### config.mk
export PLATFORM = sky130hd
export DESIGN_NAME = ppl_probe_latch
export DESIGN_NICKNAME = d
export VERILOG_FILES = /design/src/ppl_pkg.sv /design/src/ppl_probe_latch.sv
export VERILOG_INCLUDE_DIRS = /design/src
export SDC_FILE = /design/constraint.sdc
export NUM_CORES = 1
export LEC_CHECK = 0
export BUFFER_PORTS_ARGS = -buffer_cell sky130_fd_sc_hd__buf_4
export CORE_MARGIN = 10
export CORE_UTILIZATION = 30
export CTS_BUF_LIST = sky130_fd_sc_hd__clkbuf_4
export DETAILED_ROUTE_END_ITERATION = 6
export GPL_TIMING_DRIVEN = 0
export SLEW_MARGIN = 25
export SYNTH_ARGS = -nofsm -noshare
export SYNTH_HDL_FRONTEND = slang
export SYNTH_SLANG_ARGS = --single-unit
export TNS_END_PERCENT = 5
### constraint.sdc
create_clock -name CORE_CLK -period 2.25 [get_ports CORE_CLK]
set_input_delay 0.1125 -clock CORE_CLK [delete_from_list [all_inputs] [get_ports CORE_CLK]]
set_output_delay 0.1125 -clock CORE_CLK [all_outputs]
set_load 0.02 [all_outputs]
### src/ppl_consts.svh
// constants of the probe position latch: register indices, fields, resets
// assumes an APB slave with one 32-bit word per register index
`ifndef PPL_CONSTS_SVH
`define PPL_CONSTS_SVH

// ----------------------------------------------------------------
// register indices (byte address = index * 4)
// ----------------------------------------------------------------
`define PPL_IDX_POLARITY  16'h2007
`define PPL_IDX_CTRL      16'h60b8
`define PPL_IDX_STATUS    16'h60b9
`define PPL_IDX_P1_RPOS   16'h60ba
`define PPL_IDX_P1_FPOS   16'h60bb
`define PPL_IDX_P2_RPOS   16'h60bc
`define PPL_IDX_P2_FPOS   16'h60bd
`define PPL_IDX_P1_RCNT   16'h60d5
`define PPL_IDX_P1_FCNT   16'h60d6
`define PPL_IDX_P2_RCNT   16'h60d7
`define PPL_IDX_P2_FCNT   16'h60d8
`define PPL_IDX_IRQ_STAT  16'h60c0
`define PPL_IDX_IRQ_MASK  16'h60c1

// ----------------------------------------------------------------
// field positions, per channel byte
// ----------------------------------------------------------------
`define PPL_CH_STRIDE     8
`define PPL_CB_ENABLE     0
`define PPL_CB_MODE       1
`define PPL_CB_SOURCE     2
`define PPL_CB_RISE       4
`define PPL_CB_FALL       5
`define PPL_SB_ENABLE     0
`define PPL_SB_RISE       1
`define PPL_SB_FALL       2
`define PPL_CHG_MASK      8'h35
`define PPL_CTRL_MASK     16'h3737

// ----------------------------------------------------------------
// reset values
// ----------------------------------------------------------------
`define PPL_RST_CTRL      16'h0000
`define PPL_RST_POLARITY  2'h3
`define PPL_RST_IRQ       4'h0

`endif

### src/ppl_pkg.sv
// types of the probe position latch
// assumes ppl_consts.svh holds the numbers
package ppl_pkg;

   // one channel's byte of the control word
   typedef struct packed {
      logic [1:0] rsvd_hi;
      logic       fall_en;
      logic       rise_en;
      logic       rsvd_lo;
      logic       src_index;
      logic       cont_mode;
      logic       enable;
   } ppl_cfg_s;

   // latch events of one channel in one cycle
   typedef struct packed {
      logic rise;
      logic fall;
   } ppl_hit_s;

   // arming state, gray along disabled -> armed -> spent
   typedef enum logic [1:0] {
      PPL_DISABLED = 2'h0,
      PPL_ARMED    = 2'h1,
      PPL_SPENT    = 2'h3
   } ppl_arm_e;

endpackage : ppl_pkg

### src/ppl_probe_latch.sv
// two-channel touch-probe position latch with APB register access
// assumes POSITION is on CORE_CLK; probe and index pins are asynchronous
//
// The implementer's own choice: the APB register port.
`timescale 1ns/1ps
`include "ppl_consts.svh"

// Operation
// - Status bit 0 shows channel 1 enable, bit 1 its rise latch done, bit 2 its fall latch done.
// - Status bit 8 shows channel 2 enable, bit 9 its rise latch done, bit 10 its fall latch done.
// - Channel 1 keeps its rising and falling captured positions in two read-only registers.
// - Channel 2 keeps its rising and falling captured positions in two read-only registers.
// - Channel 1 counts its rising and its falling latch events in two read-only counters.
// - Channel 2 counts its rising and its falling latch events in two read-only counters.
// - Control bit 1 or 9 picks single-trigger mode at 0 and continuous mode at 1.
// - In single-trigger mode only the first valid trigger after arming is latched.
// - Clearing and then setting the enable bit re-arms a single-trigger channel.
// - In continuous mode a latched position holds until the next valid trigger.
// - In continuous mode the channel stays armed after each capture.
// - Control low byte sets channel 1, high byte channel 2: enable, rise and fall enables.
// - Control bit 2 or 10 picks the probe pin at 0 and the encoder index at 1.
// - Changing enable, source or edge settings clears that channel's counters and flags.
// - Polarity bit 0 sets the active level of probe one, bit 1 that of probe two.
module ppl_probe_latch
   import ppl_pkg::*;
(
   // clock and reset
   input  wire logic        CORE_CLK,
   input  wire logic        NRST,
   // apb slave
   input  wire logic        PSEL,
   input  wire logic        PENABLE,
   input  wire logic        PWRITE,
   input  wire logic [31:0] PADDR,
   input  wire logic [31:0] PWDATA,
   input  wire logic [3:0]  PSTRB,
   output logic      [31:0] PRDATA,
   output logic             PREADY,
   output logic             PSLVERR,
   // probe and index pins
   input  wire logic        PROBE_INPUT_ONE,
   input  wire logic        PROBE_INPUT_TWO,
   input  wire logic        ENC_INDEX,
   // live position
   input  wire logic [31:0] POSITION,
   // interrupt
   output logic             IRQ
);

   // ----------------------------------------------------------------
   // declarations
   // ----------------------------------------------------------------
   logic [2:0]  pin_raw;
   logic [2:0]  s1_q;
   logic [2:0]  s2_q;
   logic [2:0]  s3_q;
   logic [2:0]  lvl_q;
   logic [15:0] ctrl_q;
   logic [15:0] ctrl_d;
   logic [1:0]  pol_q;
   logic [3:0]  istat_q;
   logic [3:0]  istat_d;
   logic [3:0]  imask_q;
   logic [3:0]  irq_ev;
   logic [31:0] prdata_q;
   logic [31:0] prdata_d;
   logic        slverr_q;
   logic        slverr_d;
   logic        wr_acc;
   logic        setup;
   logic        addr_ok;
   logic [15:0] word_idx;
   logic        ctrl_wr;
   logic [15:0] ctrl_diff;
   logic [15:0] status_w;
   logic [1:0]  chg_now;
   logic [1:0]  chg_q;
   logic [1:0]  prev_q;
   logic [1:0]  raw;
   logic [1:0]  rflag_q;
   logic [1:0]  fflag_q;
   ppl_hit_s    hit [2];
   ppl_cfg_s    cfg [2];
   ppl_arm_e    st_q [2];
   logic [31:0] rpos_q [2];
   logic [31:0] fpos_q [2];
   logic [31:0] rcnt_q [2];
   logic [31:0] fcnt_q [2];

   // ----------------------------------------------------------------
   // pin synchronisers, a level counts once stages two and three agree
   // ----------------------------------------------------------------
   assign pin_raw = {ENC_INDEX, PROBE_INPUT_TWO, PROBE_INPUT_ONE};

   always_ff @(posedge CORE_CLK or negedge NRST)
   begin
      if (!NRST)
      begin
         s1_q  <= 3'h0;
         s2_q  <= 3'h0;
         s3_q  <= 3'h0;
         lvl_q <= 3'h0;
      end
      else
      begin
         s1_q  <= pin_raw;
         s2_q  <= s1_q;
         s3_q  <= s2_q;
         // agreeing stages update the level, disagreeing ones hold it
         lvl_q <= (s2_q & s3_q) | (lvl_q & (s2_q ^ s3_q));
      end
   end

   // ----------------------------------------------------------------
   // apb decode
   // ----------------------------------------------------------------
   assign PREADY   = 1'b1;
   assign setup    = PSEL & ~PENABLE;
   assign wr_acc   = PSEL & PENABLE & PWRITE;
   assign word_idx = PADDR[17:2];
   assign addr_ok  = (PADDR[31:18] == 14'h0) && (PADDR[1:0] == 2'h0);
   assign ctrl_wr  = wr_acc && addr_ok && (word_idx == `PPL_IDX_CTRL);
   assign PRDATA   = prdata_q;
   assign PSLVERR  = slverr_q & PSEL & PENABLE;

   // byte lanes: low byte channel 1, high byte channel 2
   always_comb
   begin
      ctrl_d = ctrl_q;
      if (PSTRB[0])
         ctrl_d[7:0] = PWDATA[7:0];
      if (PSTRB[1])
         ctrl_d[15:8] = PWDATA[15:8];
      ctrl_d = ctrl_d & `PPL_CTRL_MASK;
   end

   assign ctrl_diff = (ctrl_d ^ ctrl_q) & {`PPL_CHG_MASK, `PPL_CHG_MASK};

   // a settings change clears the channel's counters and flags
   assign chg_now[0] = ctrl_wr && (ctrl_diff[7:0] != 8'h00);
   assign chg_now[1] = ctrl_wr && (ctrl_diff[15:8] != 8'h00);

   // read data and error are fetched in the setup cycle
   always_comb
   begin
      prdata_d = 32'h0;
      slverr_d = 1'b0;
      case (word_idx)
         `PPL_IDX_POLARITY : prdata_d = {30'h0, pol_q};
         `PPL_IDX_CTRL     : prdata_d = {16'h0, ctrl_q};
         `PPL_IDX_STATUS   :
         begin
            prdata_d = {16'h0, status_w};
            slverr_d = PWRITE;
         end
         `PPL_IDX_P1_RPOS  :
         begin
            prdata_d = rpos_q[0];
            slverr_d = PWRITE;
         end
         `PPL_IDX_P1_FPOS  :
         begin
            prdata_d = fpos_q[0];
            slverr_d = PWRITE;
         end
         `PPL_IDX_P2_RPOS  :
         begin
            prdata_d = rpos_q[1];
            slverr_d = PWRITE;
         end
         `PPL_IDX_P2_FPOS  :
         begin
            prdata_d = fpos_q[1];
            slverr_d = PWRITE;
         end
         `PPL_IDX_P1_RCNT  :
         begin
            prdata_d = rcnt_q[0];
            slverr_d = PWRITE;
         end
         `PPL_IDX_P1_FCNT  :
         begin
            prdata_d = fcnt_q[0];
            slverr_d = PWRITE;
         end
         `PPL_IDX_P2_RCNT  :
         begin
            prdata_d = rcnt_q[1];
            slverr_d = PWRITE;
         end
         `PPL_IDX_P2_FCNT  :
         begin
            prdata_d = fcnt_q[1];
            slverr_d = PWRITE;
         end
         `PPL_IDX_IRQ_STAT : prdata_d = {28'h0, istat_q};
         `PPL_IDX_IRQ_MASK : prdata_d = {28'h0, imask_q};
         default           : slverr_d = 1'b1;
      endcase
      if (!addr_ok)
      begin
         prdata_d = 32'h0;
         slverr_d = 1'b1;
      end
   end

   always_ff @(posedge CORE_CLK or negedge NRST)
   begin
      if (!NRST)
      begin
         prdata_q <= 32'h0;
         slverr_q <= 1'b0;
      end
      else if (setup)
      begin
         prdata_q <= PWRITE ? 32'h0 : prdata_d;
         slverr_q <= slverr_d;
      end
   end

   // ----------------------------------------------------------------
   // writable registers
   // ----------------------------------------------------------------
   always_ff @(posedge CORE_CLK or negedge NRST)
   begin
      if (!NRST)
         ctrl_q <= `PPL_RST_CTRL;
      else if (ctrl_wr)
         ctrl_q <= ctrl_d;
   end

   always_ff @(posedge CORE_CLK or negedge NRST)
   begin
      if (!NRST)
         pol_q <= `PPL_RST_POLARITY;
      else if (wr_acc && addr_ok && (word_idx == `PPL_IDX_POLARITY) && PSTRB[0])
         pol_q <= PWDATA[1:0];
   end

   always_ff @(posedge CORE_CLK or negedge NRST)
   begin
      if (!NRST)
         imask_q <= `PPL_RST_IRQ;
      else if (wr_acc && addr_ok && (word_idx == `PPL_IDX_IRQ_MASK) && PSTRB[0])
         imask_q <= PWDATA[3:0];
   end

   // ----------------------------------------------------------------
   // interrupt status, write one to clear, a new event wins
   // ----------------------------------------------------------------
   assign irq_ev = {hit[1].fall, hit[1].rise, hit[0].fall, hit[0].rise};

   always_comb
   begin
      istat_d = istat_q;
      if (wr_acc && addr_ok && (word_idx == `PPL_IDX_IRQ_STAT) && PSTRB[0])
         istat_d = istat_q & ~PWDATA[3:0];
      istat_d = istat_d | irq_ev;
   end

   always_ff @(posedge CORE_CLK or negedge NRST)
   begin
      if (!NRST)
         istat_q <= `PPL_RST_IRQ;
      else
         istat_q <= istat_d;
   end

   assign IRQ = |(istat_q & imask_q);

   // ----------------------------------------------------------------
   // status word
   // ----------------------------------------------------------------
   // flags per channel, reserved bits zero
   always_comb
   begin
      status_w = 16'h0;
      for (int k = 0; k < 2; k++)
      begin
         status_w[k*`PPL_CH_STRIDE + `PPL_SB_ENABLE] = cfg[k].enable;
         status_w[k*`PPL_CH_STRIDE + `PPL_SB_RISE]   = rflag_q[k];
         status_w[k*`PPL_CH_STRIDE + `PPL_SB_FALL]   = fflag_q[k];
      end
   end

   // ----------------------------------------------------------------
   // per channel capture
   // ----------------------------------------------------------------
   for (genvar i = 0; i < 2; i++)
   begin : g_ch
      assign cfg[i] = ppl_cfg_s'(ctrl_q[i*`PPL_CH_STRIDE +: `PPL_CH_STRIDE]);

      assign raw[i] = cfg[i].src_index ? lvl_q[2] : ~(lvl_q[i] ^ pol_q[i]);

      // edges across a settings change are not trusted
      assign hit[i].rise = (st_q[i] == PPL_ARMED) && !chg_now[i] && !chg_q[i]
                           && cfg[i].rise_en && raw[i] && !prev_q[i];
      assign hit[i].fall = (st_q[i] == PPL_ARMED) && !chg_now[i] && !chg_q[i]
                           && cfg[i].fall_en && !raw[i] && prev_q[i];

      always_ff @(posedge CORE_CLK or negedge NRST)
      begin
         if (!NRST)
         begin
            prev_q[i] <= 1'b0;
            chg_q[i]  <= 1'b0;
         end
         else
         begin
            prev_q[i] <= raw[i];
            chg_q[i]  <= chg_now[i];
         end
      end

      always_ff @(posedge CORE_CLK or negedge NRST)
      begin
         if (!NRST)
            st_q[i] <= PPL_DISABLED;
         else if (!cfg[i].enable)
            st_q[i] <= PPL_DISABLED;
         else
         begin
            case (st_q[i])
               PPL_DISABLED : st_q[i] <= PPL_ARMED;
               PPL_ARMED    :
                  if ((hit[i].rise || hit[i].fall) && !cfg[i].cont_mode)
                     st_q[i] <= PPL_SPENT;
               PPL_SPENT    :
                  if (cfg[i].cont_mode)
                     st_q[i] <= PPL_ARMED;
               default      : st_q[i] <= PPL_DISABLED;
            endcase
         end
      end

      always_ff @(posedge CORE_CLK or negedge NRST)
      begin
         if (!NRST)
         begin
            rpos_q[i] <= 32'h0;
            fpos_q[i] <= 32'h0;
         end
         else
         begin
            if (hit[i].rise)
               rpos_q[i] <= POSITION;
            if (hit[i].fall)
               fpos_q[i] <= POSITION;
         end
      end

      always_ff @(posedge CORE_CLK or negedge NRST)
      begin
         if (!NRST)
         begin
            rcnt_q[i] <= 32'h0;
            fcnt_q[i] <= 32'h0;
         end
         else if (chg_now[i])
         begin
            rcnt_q[i] <= 32'h0;
            fcnt_q[i] <= 32'h0;
         end
         else
         begin
            if (hit[i].rise)
               rcnt_q[i] <= rcnt_q[i] + 32'h1;
            if (hit[i].fall)
               fcnt_q[i] <= fcnt_q[i] + 32'h1;
         end
      end

      always_ff @(posedge CORE_CLK or negedge NRST)
      begin
         if (!NRST)
         begin
            rflag_q[i] <= 1'b0;
            fflag_q[i] <= 1'b0;
         end
         else
         begin
            if (hit[i].rise)
               rflag_q[i] <= 1'b1;
            else if (chg_now[i] || st_q[i] == PPL_DISABLED)
               rflag_q[i] <= 1'b0;
            if (hit[i].fall)
               fflag_q[i] <= 1'b1;
            else if (chg_now[i] || st_q[i] == PPL_DISABLED)
               fflag_q[i] <= 1'b0;
         end
      end

   end
endmodule : ppl_probe_latch

==> metrics, run 1 <==
gr usage total 18.4%; Comb pwr share 6.2%; Ys Warns 0; FF-to-FF path depth 5; I/O Pins between 100 and 150; power per cell area approximately 600 nW/um2; multi-input logic area roughly 7900 um2; crit end category flop; WS Path Type flop to flop; WL per Instance 23.9 um; antenna violations before repair 1; drt pass-1 iters 7; Avg Inst Size Synth 11.4 um2; hold depth 7; Syn Std Cell Area around 16000 um2; part of the power in registers between 50% and 60%; port bufs about 110; Hold Path Sink PRDATA[0]; synth unique cells 63; flip-flop and latch area 8340 um2; GP Congestion 0.945; core region area between 50000 and 60000 um2; Worst R2R Setup Slack -0.09 ns; total of max-cap violations 0; Final Skew 0.0734 ns; sequential share of the synthesized area about half; fin cells around 2500; die area about 65000 um2; Nets 1840; dpl cells about 2300; die width ~250 um; Area Growth Syn to Fin 24.9%; flops & latches, synth between 300 and 400; layout cells sized above 1 28.7%; CTS tree yes; dpl cell area between 15000 and 20000 um2; slack of the critical path -0.0927 ns; via count about 14000; Max Clock Freq around 0.43 GHz; fin area roughly 21000 um2; worst min-delay path category input port to flop; hpwl dp approximately 43000 um; GR peak layer met2; Syn Inst Count between 1000 and 1500; H-tree depth 3; ys async rst share 100%; Final setup viols 58; CTS max path bufs 3; Switching Fraction 25.4%; fill cell count about 5300; clk sinks 333; clock-pin slew on the worst setup and hold paths around 0.07 ns; worst r2r src pol_q[1]; met1 global-route usage roughly 23%; fin. max-slew vios 0; Synth top area share 50.3%; NetSw 3.14 mW; initial DRC count between 1000 and 1500; hold_ws roughly 0.094 ns; final worst path period need ~2.3 ns; cts bufs inserted a little under 90; ys flop type dfrtp_1; Die Ht about 250 um; R2R Path End fpos_q[22]; setup repair after global routing missed its margin true; CP max FO 10; HP Start PADDR[5]; DRT Wirelength 59400 um; type of origin of the critical path flop; P_int between 9 and 10 mW; cell taking the most area after synthesis dfrtp_1; first-pass GRT wire length 89700 um; run status finished with violations; drc violations 11; Root Buffer Master clkbuf_4; DRT antenna net count 0; Worst Max-Slew Pin Slew around 1.2 ns; post-synth net total 1555; crit path DAT 2.99 ns; Setup Slack @ Placement -1.21 ns; setup TNS -2.15 ns; Site Rows 85; Power Total ~12 mW; Vias/cell 5.48; vias in the first global route roughly 14000; Lkg Pwr 8.31 nW; pin count of the biggest net entering global routing 85; Fin. Hold Viols 0; grt met2 use between 20% and 30%; Worst IR Drop VDD ~0.29 mV; GRT overflow 0; Crit path required time about 2.9 ns; Post-synth EDFFs 0; Initial Util approximately 30%; routing usage on met3 ~4.2%; Slew HR 22.3%; violated checks DRC, setup timing; final core occ approximately two fifths; clock share of power around 44%; synth top area cells dfrtp_1, mux2_4, xor2_1; Clock Latency Late Sink 0.81 ns; fin crit share 104%
==> critical path: stages, from the launching register on <==
cell and delay [ns]:
dfstp_2 0.66, xor2_2 0.26, o2111ai_4 0.26, nor2_4 0.39, buf_6 0.28, mux2_4 0.32
==> state kept, by name (all words and copies together), names as in the netlist, 3 cells and up, named ones only <==
register and count:
s3_q 3, rpos_q 64, rcnt_q 64, istat_q 4, imask_q 4, s1_q 3, lvl_q 3, st_q 4
fcnt_q 64, s2_q 3, fpos_q 64, PRDATA 32, ctrl_q 8
==> cells in the final DEF, fill, tap and decap left out, types with 44 or more instances in the layout <==
master	instances
mux2_4	98
dfrtp_1	329
buf_4	129
nand2_1	98
nand3_1	74
nand4_1	44
nor2_1	144
clkbuf_4	122
dlygate4sd3_1	60
mux2_2	45
xor2_1	89
==> power by group through the flow <==
stage | registers [mW] | clock network, mW | logic (mW)
detailed placement | 6.32 | 0 | 0.671
global placement | 6.31 | 0 | 0.629
CTS | 6.21 | 5.50 | 0.765
floorplan | 6.29 | 0 | 0.281
finish | 6.21 | 5.37 | 0.761
global route | 6.22 | 5.84 | 0.828
==> synth_stat cells, types with 11 or more instances <==
library cell,instances
dfrtp_1,331
mux2_4,98
nand3_1,75
nor2_1,145
o21ai_0,14
buf_6,12
nand4_1,44
a222oi_1,41
and4_1,22
buf_2,21
nor4_1,20
mux2_2,45
xor2_1,91
and3_1,27
or3_1,11
a22o_1,32
mux2_1,18
nor3_1,21
clkbuf_1,47
and2_1,11
a21oi_1,20
xnor2_1,39
a22oi_1,42
nand2_1,98
inv_1,15
==> final cells by class <==
type                       instances  area share, %
antenna                            2         0.0243
buffer                            79           2.49
clock buffer                     120           4.38
clock inverter                    33          0.936
inverter                          15          0.273
multi-input combinational       1009           38.5
sequential                       333           40.5
tap                              696           4.23
timing repair buffer             199           8.70
==> kinds of logic (layout without fill, tap and decap cells) <==
logic type | after synthesis | in the layout | share of synthesized area, %
compound gates | 190 | 190 | 9.32
buf+inv | 98 | 446 | 3.01
flops | 333 | 333 | 50.6
other cells | 1 | 3 | 0.0228
fa+ha+maj | 7 | 7 | 0.531
mux | 164 | 164 | 13.4
xor+xnor | 130 | 130 | 6.91
simple gates | 517 | 517 | 16.2
==> worst max-delay path by stage <==
stage / start / to / cells after the start
CTS: pol_q[0] / rcnt_q[63] / 7
global placement: NRST / PRDATA[16] / 1
global route: fcnt_q[10] / fcnt_q[31] / 6
finish: pol_q[1] / fpos_q[22] / 5
floorplan: PADDR[4] / fpos_q[10] / 8
detailed placement: PADDR[7] / PRDATA[23] / 9
==> per-layer routing <==
metal,up-vias,share of wire (%)
li1,5909,-
met1,6958,41
met2,610,46
met3,136,8.3
met4,0,4.8
met5,-,0
==> timing repair <==
| action | CTS | global route |
|---|---|---|
| buffers inserted | 8 | 7 |
| pin swaps | 9 | 5 |
| endpoints found under the setup margin | 254 | 270 |
| hold buffers | 61 | 0 |
| gates cloned | 1 | 0 |
| endpoints found under the hold margin | 427 | 0 |
| resized for setup | 55 | 27 |
Note: power is estimated with default switching activity, not from simulation.
==> run 2, diff against run 1 <==
Settings changed: CORE_UTILIZATION 30 to 38, GPL_ROUTABILITY_DRIVEN set to 0, MAX_ROUTING_LAYER set to met4.
==> run 2 against run 1 <==
Against the previous run:
- the run ends with setup timing left
- utilization up 10 points
- cell area is 1.0% higher
- register-to-register slack gained 0.05 ns
- critical endpoint is now rpos_q[26]
- highest routed layer unchanged
==> metrics, run 2 (same netlist as run 1, synthesis figures left out) <==
commonest non-fill, non-tap cells in the layout dfrtp_1, buf_4, nor2_1, clkbuf_4; CTS max path bufs 3 (unchanged); core region area 43000 um2 (-21%); Worst Max-Slew Pin Slew 1.01 ns (-0.153 ns); run status finished with violations; die width 228 um (-10%); slack of the critical path -0.0453 ns (+0.0474 ns); total of max-cap violations 0 (unchanged); FF-to-FF path depth 6 (+1); crit end category flop; GRT overflow 0 (unchanged); die area 52100 um2 (-19%); CP top delay family flip-flops; final core occ 48.4% (+10 points); fin. max-slew vios 0 (unchanged); Final Skew 0.0846 ns (+0.0112 ns); port bufs 114 (unchanged); Slowest-stage cell, CP dfstp_2; Vias/cell 5.67 (+3.5%); first-pass GRT wire length 85800 um (-4.3%); layout cells sized above 1 31.4% (+2.6 points); multi-input logic area 8030 um2 (+1.3%); flip-flop and latch area 8340 um2 (unchanged); hold depth 5 (-2); worst min-delay path category input port to flop; Slew HR 32.5% (+10 points); final worst path period need 2.30 ns (-0.0474 ns); cts bufs inserted 89 (+1.1%); Buf/Inv on CP 1 (unchanged); Die Ht 228 um (-10%); WS Path Type flop to flop; Area Growth Syn to Fin 26.2%; Clock Latency Late Sink 0.84 ns (+0.03 ns); hpwl dp 40800 um (-4.6%); Site Rows 76 (-11%); WL per Instance 24.0 um (+0.40%); pin count of the biggest net entering global routing 91 (+7.1%); CTS tree yes; Lkg Pwr 8.51 nW (+2.4%); crit path DAT 2.94 ns (-0.05 ns); Final setup viols 22 (-62%); Crit path required time 2.89 ns (about the same); gr usage total 22.1% (+3.7 points); most common cell after layout, fill and taps aside dfrtp_1; type of origin of the critical path flop; drt pass-1 iters 6 (-1); Max Clock Freq 0.436 GHz (+2.1%); dpl cells 2144 (-5.0%); setup repair after global routing missed its margin true; via count 13618 (+0.037%); vias in the first global route 13575 (-4.0%); worst path cell trace xor2_4 -> o21ai_1 -> nand3_2 -> nor2_4 -> buf_8 -> mux2_4; fill cell count 3980 (-25%); DRT Wirelength 57700 um (-3.0%); CP max FO 10 (unchanged); initial DRC count 1494 (+5.7%); clk sinks 333 (unchanged); Worst IR Drop VDD 0.274 mV (-4.0%); I/O Pins 143 (unchanged); Initial Util 38.3% (+7.9 points); Slowest Stage Delay on Critical Path 0.69 ns (+0.03 ns); DRT antenna net count 0 (unchanged); fin crit share 102% (-2.1 points); antenna violations before repair 3 (+2); Root Buffer Master clkbuf_4; Nets 1859 (+1.0%); Levels on crit path 6 (+1); clock-pin slew on the worst setup and hold paths 0.06 ns (about the same); drc violations 0 (-11); Fin. Hold Viols 0 (unchanged); violated checks setup timing; H-tree depth 3 (unchanged); power per cell area 614 nW/um2 (+2.4%); fin cells 2403 (-3.3%)
-- run 2: cell count changes in the layout (fill, tap and decap cells not counted), sizes merged --
cell | before | now
buf | 174 | 197
bufinv | 2 | 3
clkbuf | 164 | 180
clkinv | 29 | 19
clkinvlp | 1 | 2
dlygate4sd3 | 60 | 56
inv | 16 | 17
-- run 2: per-layer routing --
metal  part of all wire, %  GRT usage, %  up-vias
met4                   3.6          9.23        0
met3                   9.3          4.99      132
li1                      -             -     5954
met5                     0             -        -
met2                    46          33.6      660
met1                    41          28.2     6872
-- run 2: stage by stage --
step	area [um2]	worst slack, ns	power (mW)	hold WS, ns	TNS, ns
2_1_floorplan	16500	0.0221	6.57	-0.183	0
3_3_place_gp	18100	-2.07	6.94	0.223	-916.45
3_5_place_dp	18300	-0.995	6.98	0.121	-224.63
4_1_cts	20300	-0.150	12.9	0.00516	-1.54
5_1_grt	20800	-0.109	13.3	0.0714	-4.81
6_report	20800	-0.0453	12.8	0.0502	-0.411
-- run 2: report_power, final --
part	total, mW	leakage [nW]	internal, mW	switching [mW]
clock	5.81	0.725	3.12	2.69
sequential	6.22	3.62	6.12	0.0944
combinational	0.750	4.17	0.378	0.373
total	12.8	8.51	9.62	3.15
-- run 2: what timing repair did --
action	in CTS	in global routing
hold buffers	56	0
buffers inserted	9	32
pin swaps	9	18
resized for setup	46	58
endpoints found under the hold margin	409	0
cloned	0	1
endpoints found under the setup margin	244	264
-- run 2: cell type report --
type / count / area share [%]
clock buffers: 137 / 4.94
plain buffers: 79 / 2.51
well taps: 585 / 3.52
diodes: 2 / 0.0241
repair buffers: 217 / 9.13
inverters: 15 / 0.271
clock inverters: 26 / 0.920
multi-input cells: 1009 / 38.6
flip-flops and latches: 333 / 40.1
-- run 2: final timing paths --
kind / from / end / slack (ns)
min: PSEL / PRDATA[9] / 0.05
max: pol_q[1] / rpos_q[26] / -0.05
min reg2reg: s1_q[2] / s2_q[2] / 0.35
min in group asynchronous: NRST / rcnt_q[2] / 0.42
max in group asynchronous: NRST / rpos_q[27] / 0.54
max reg2reg: pol_q[1] / rpos_q[26] / -0.05
-- run 2: worst register-to-register path, delay by kind of cell, from the launching register on --
kind	cells	cell delay [ns]
xor+xnor	1	0.13
simple gates	2	0.50
mux	1	0.33
compound gates	1	0.20
buf+inv	1	0.25
flops	1	0.69
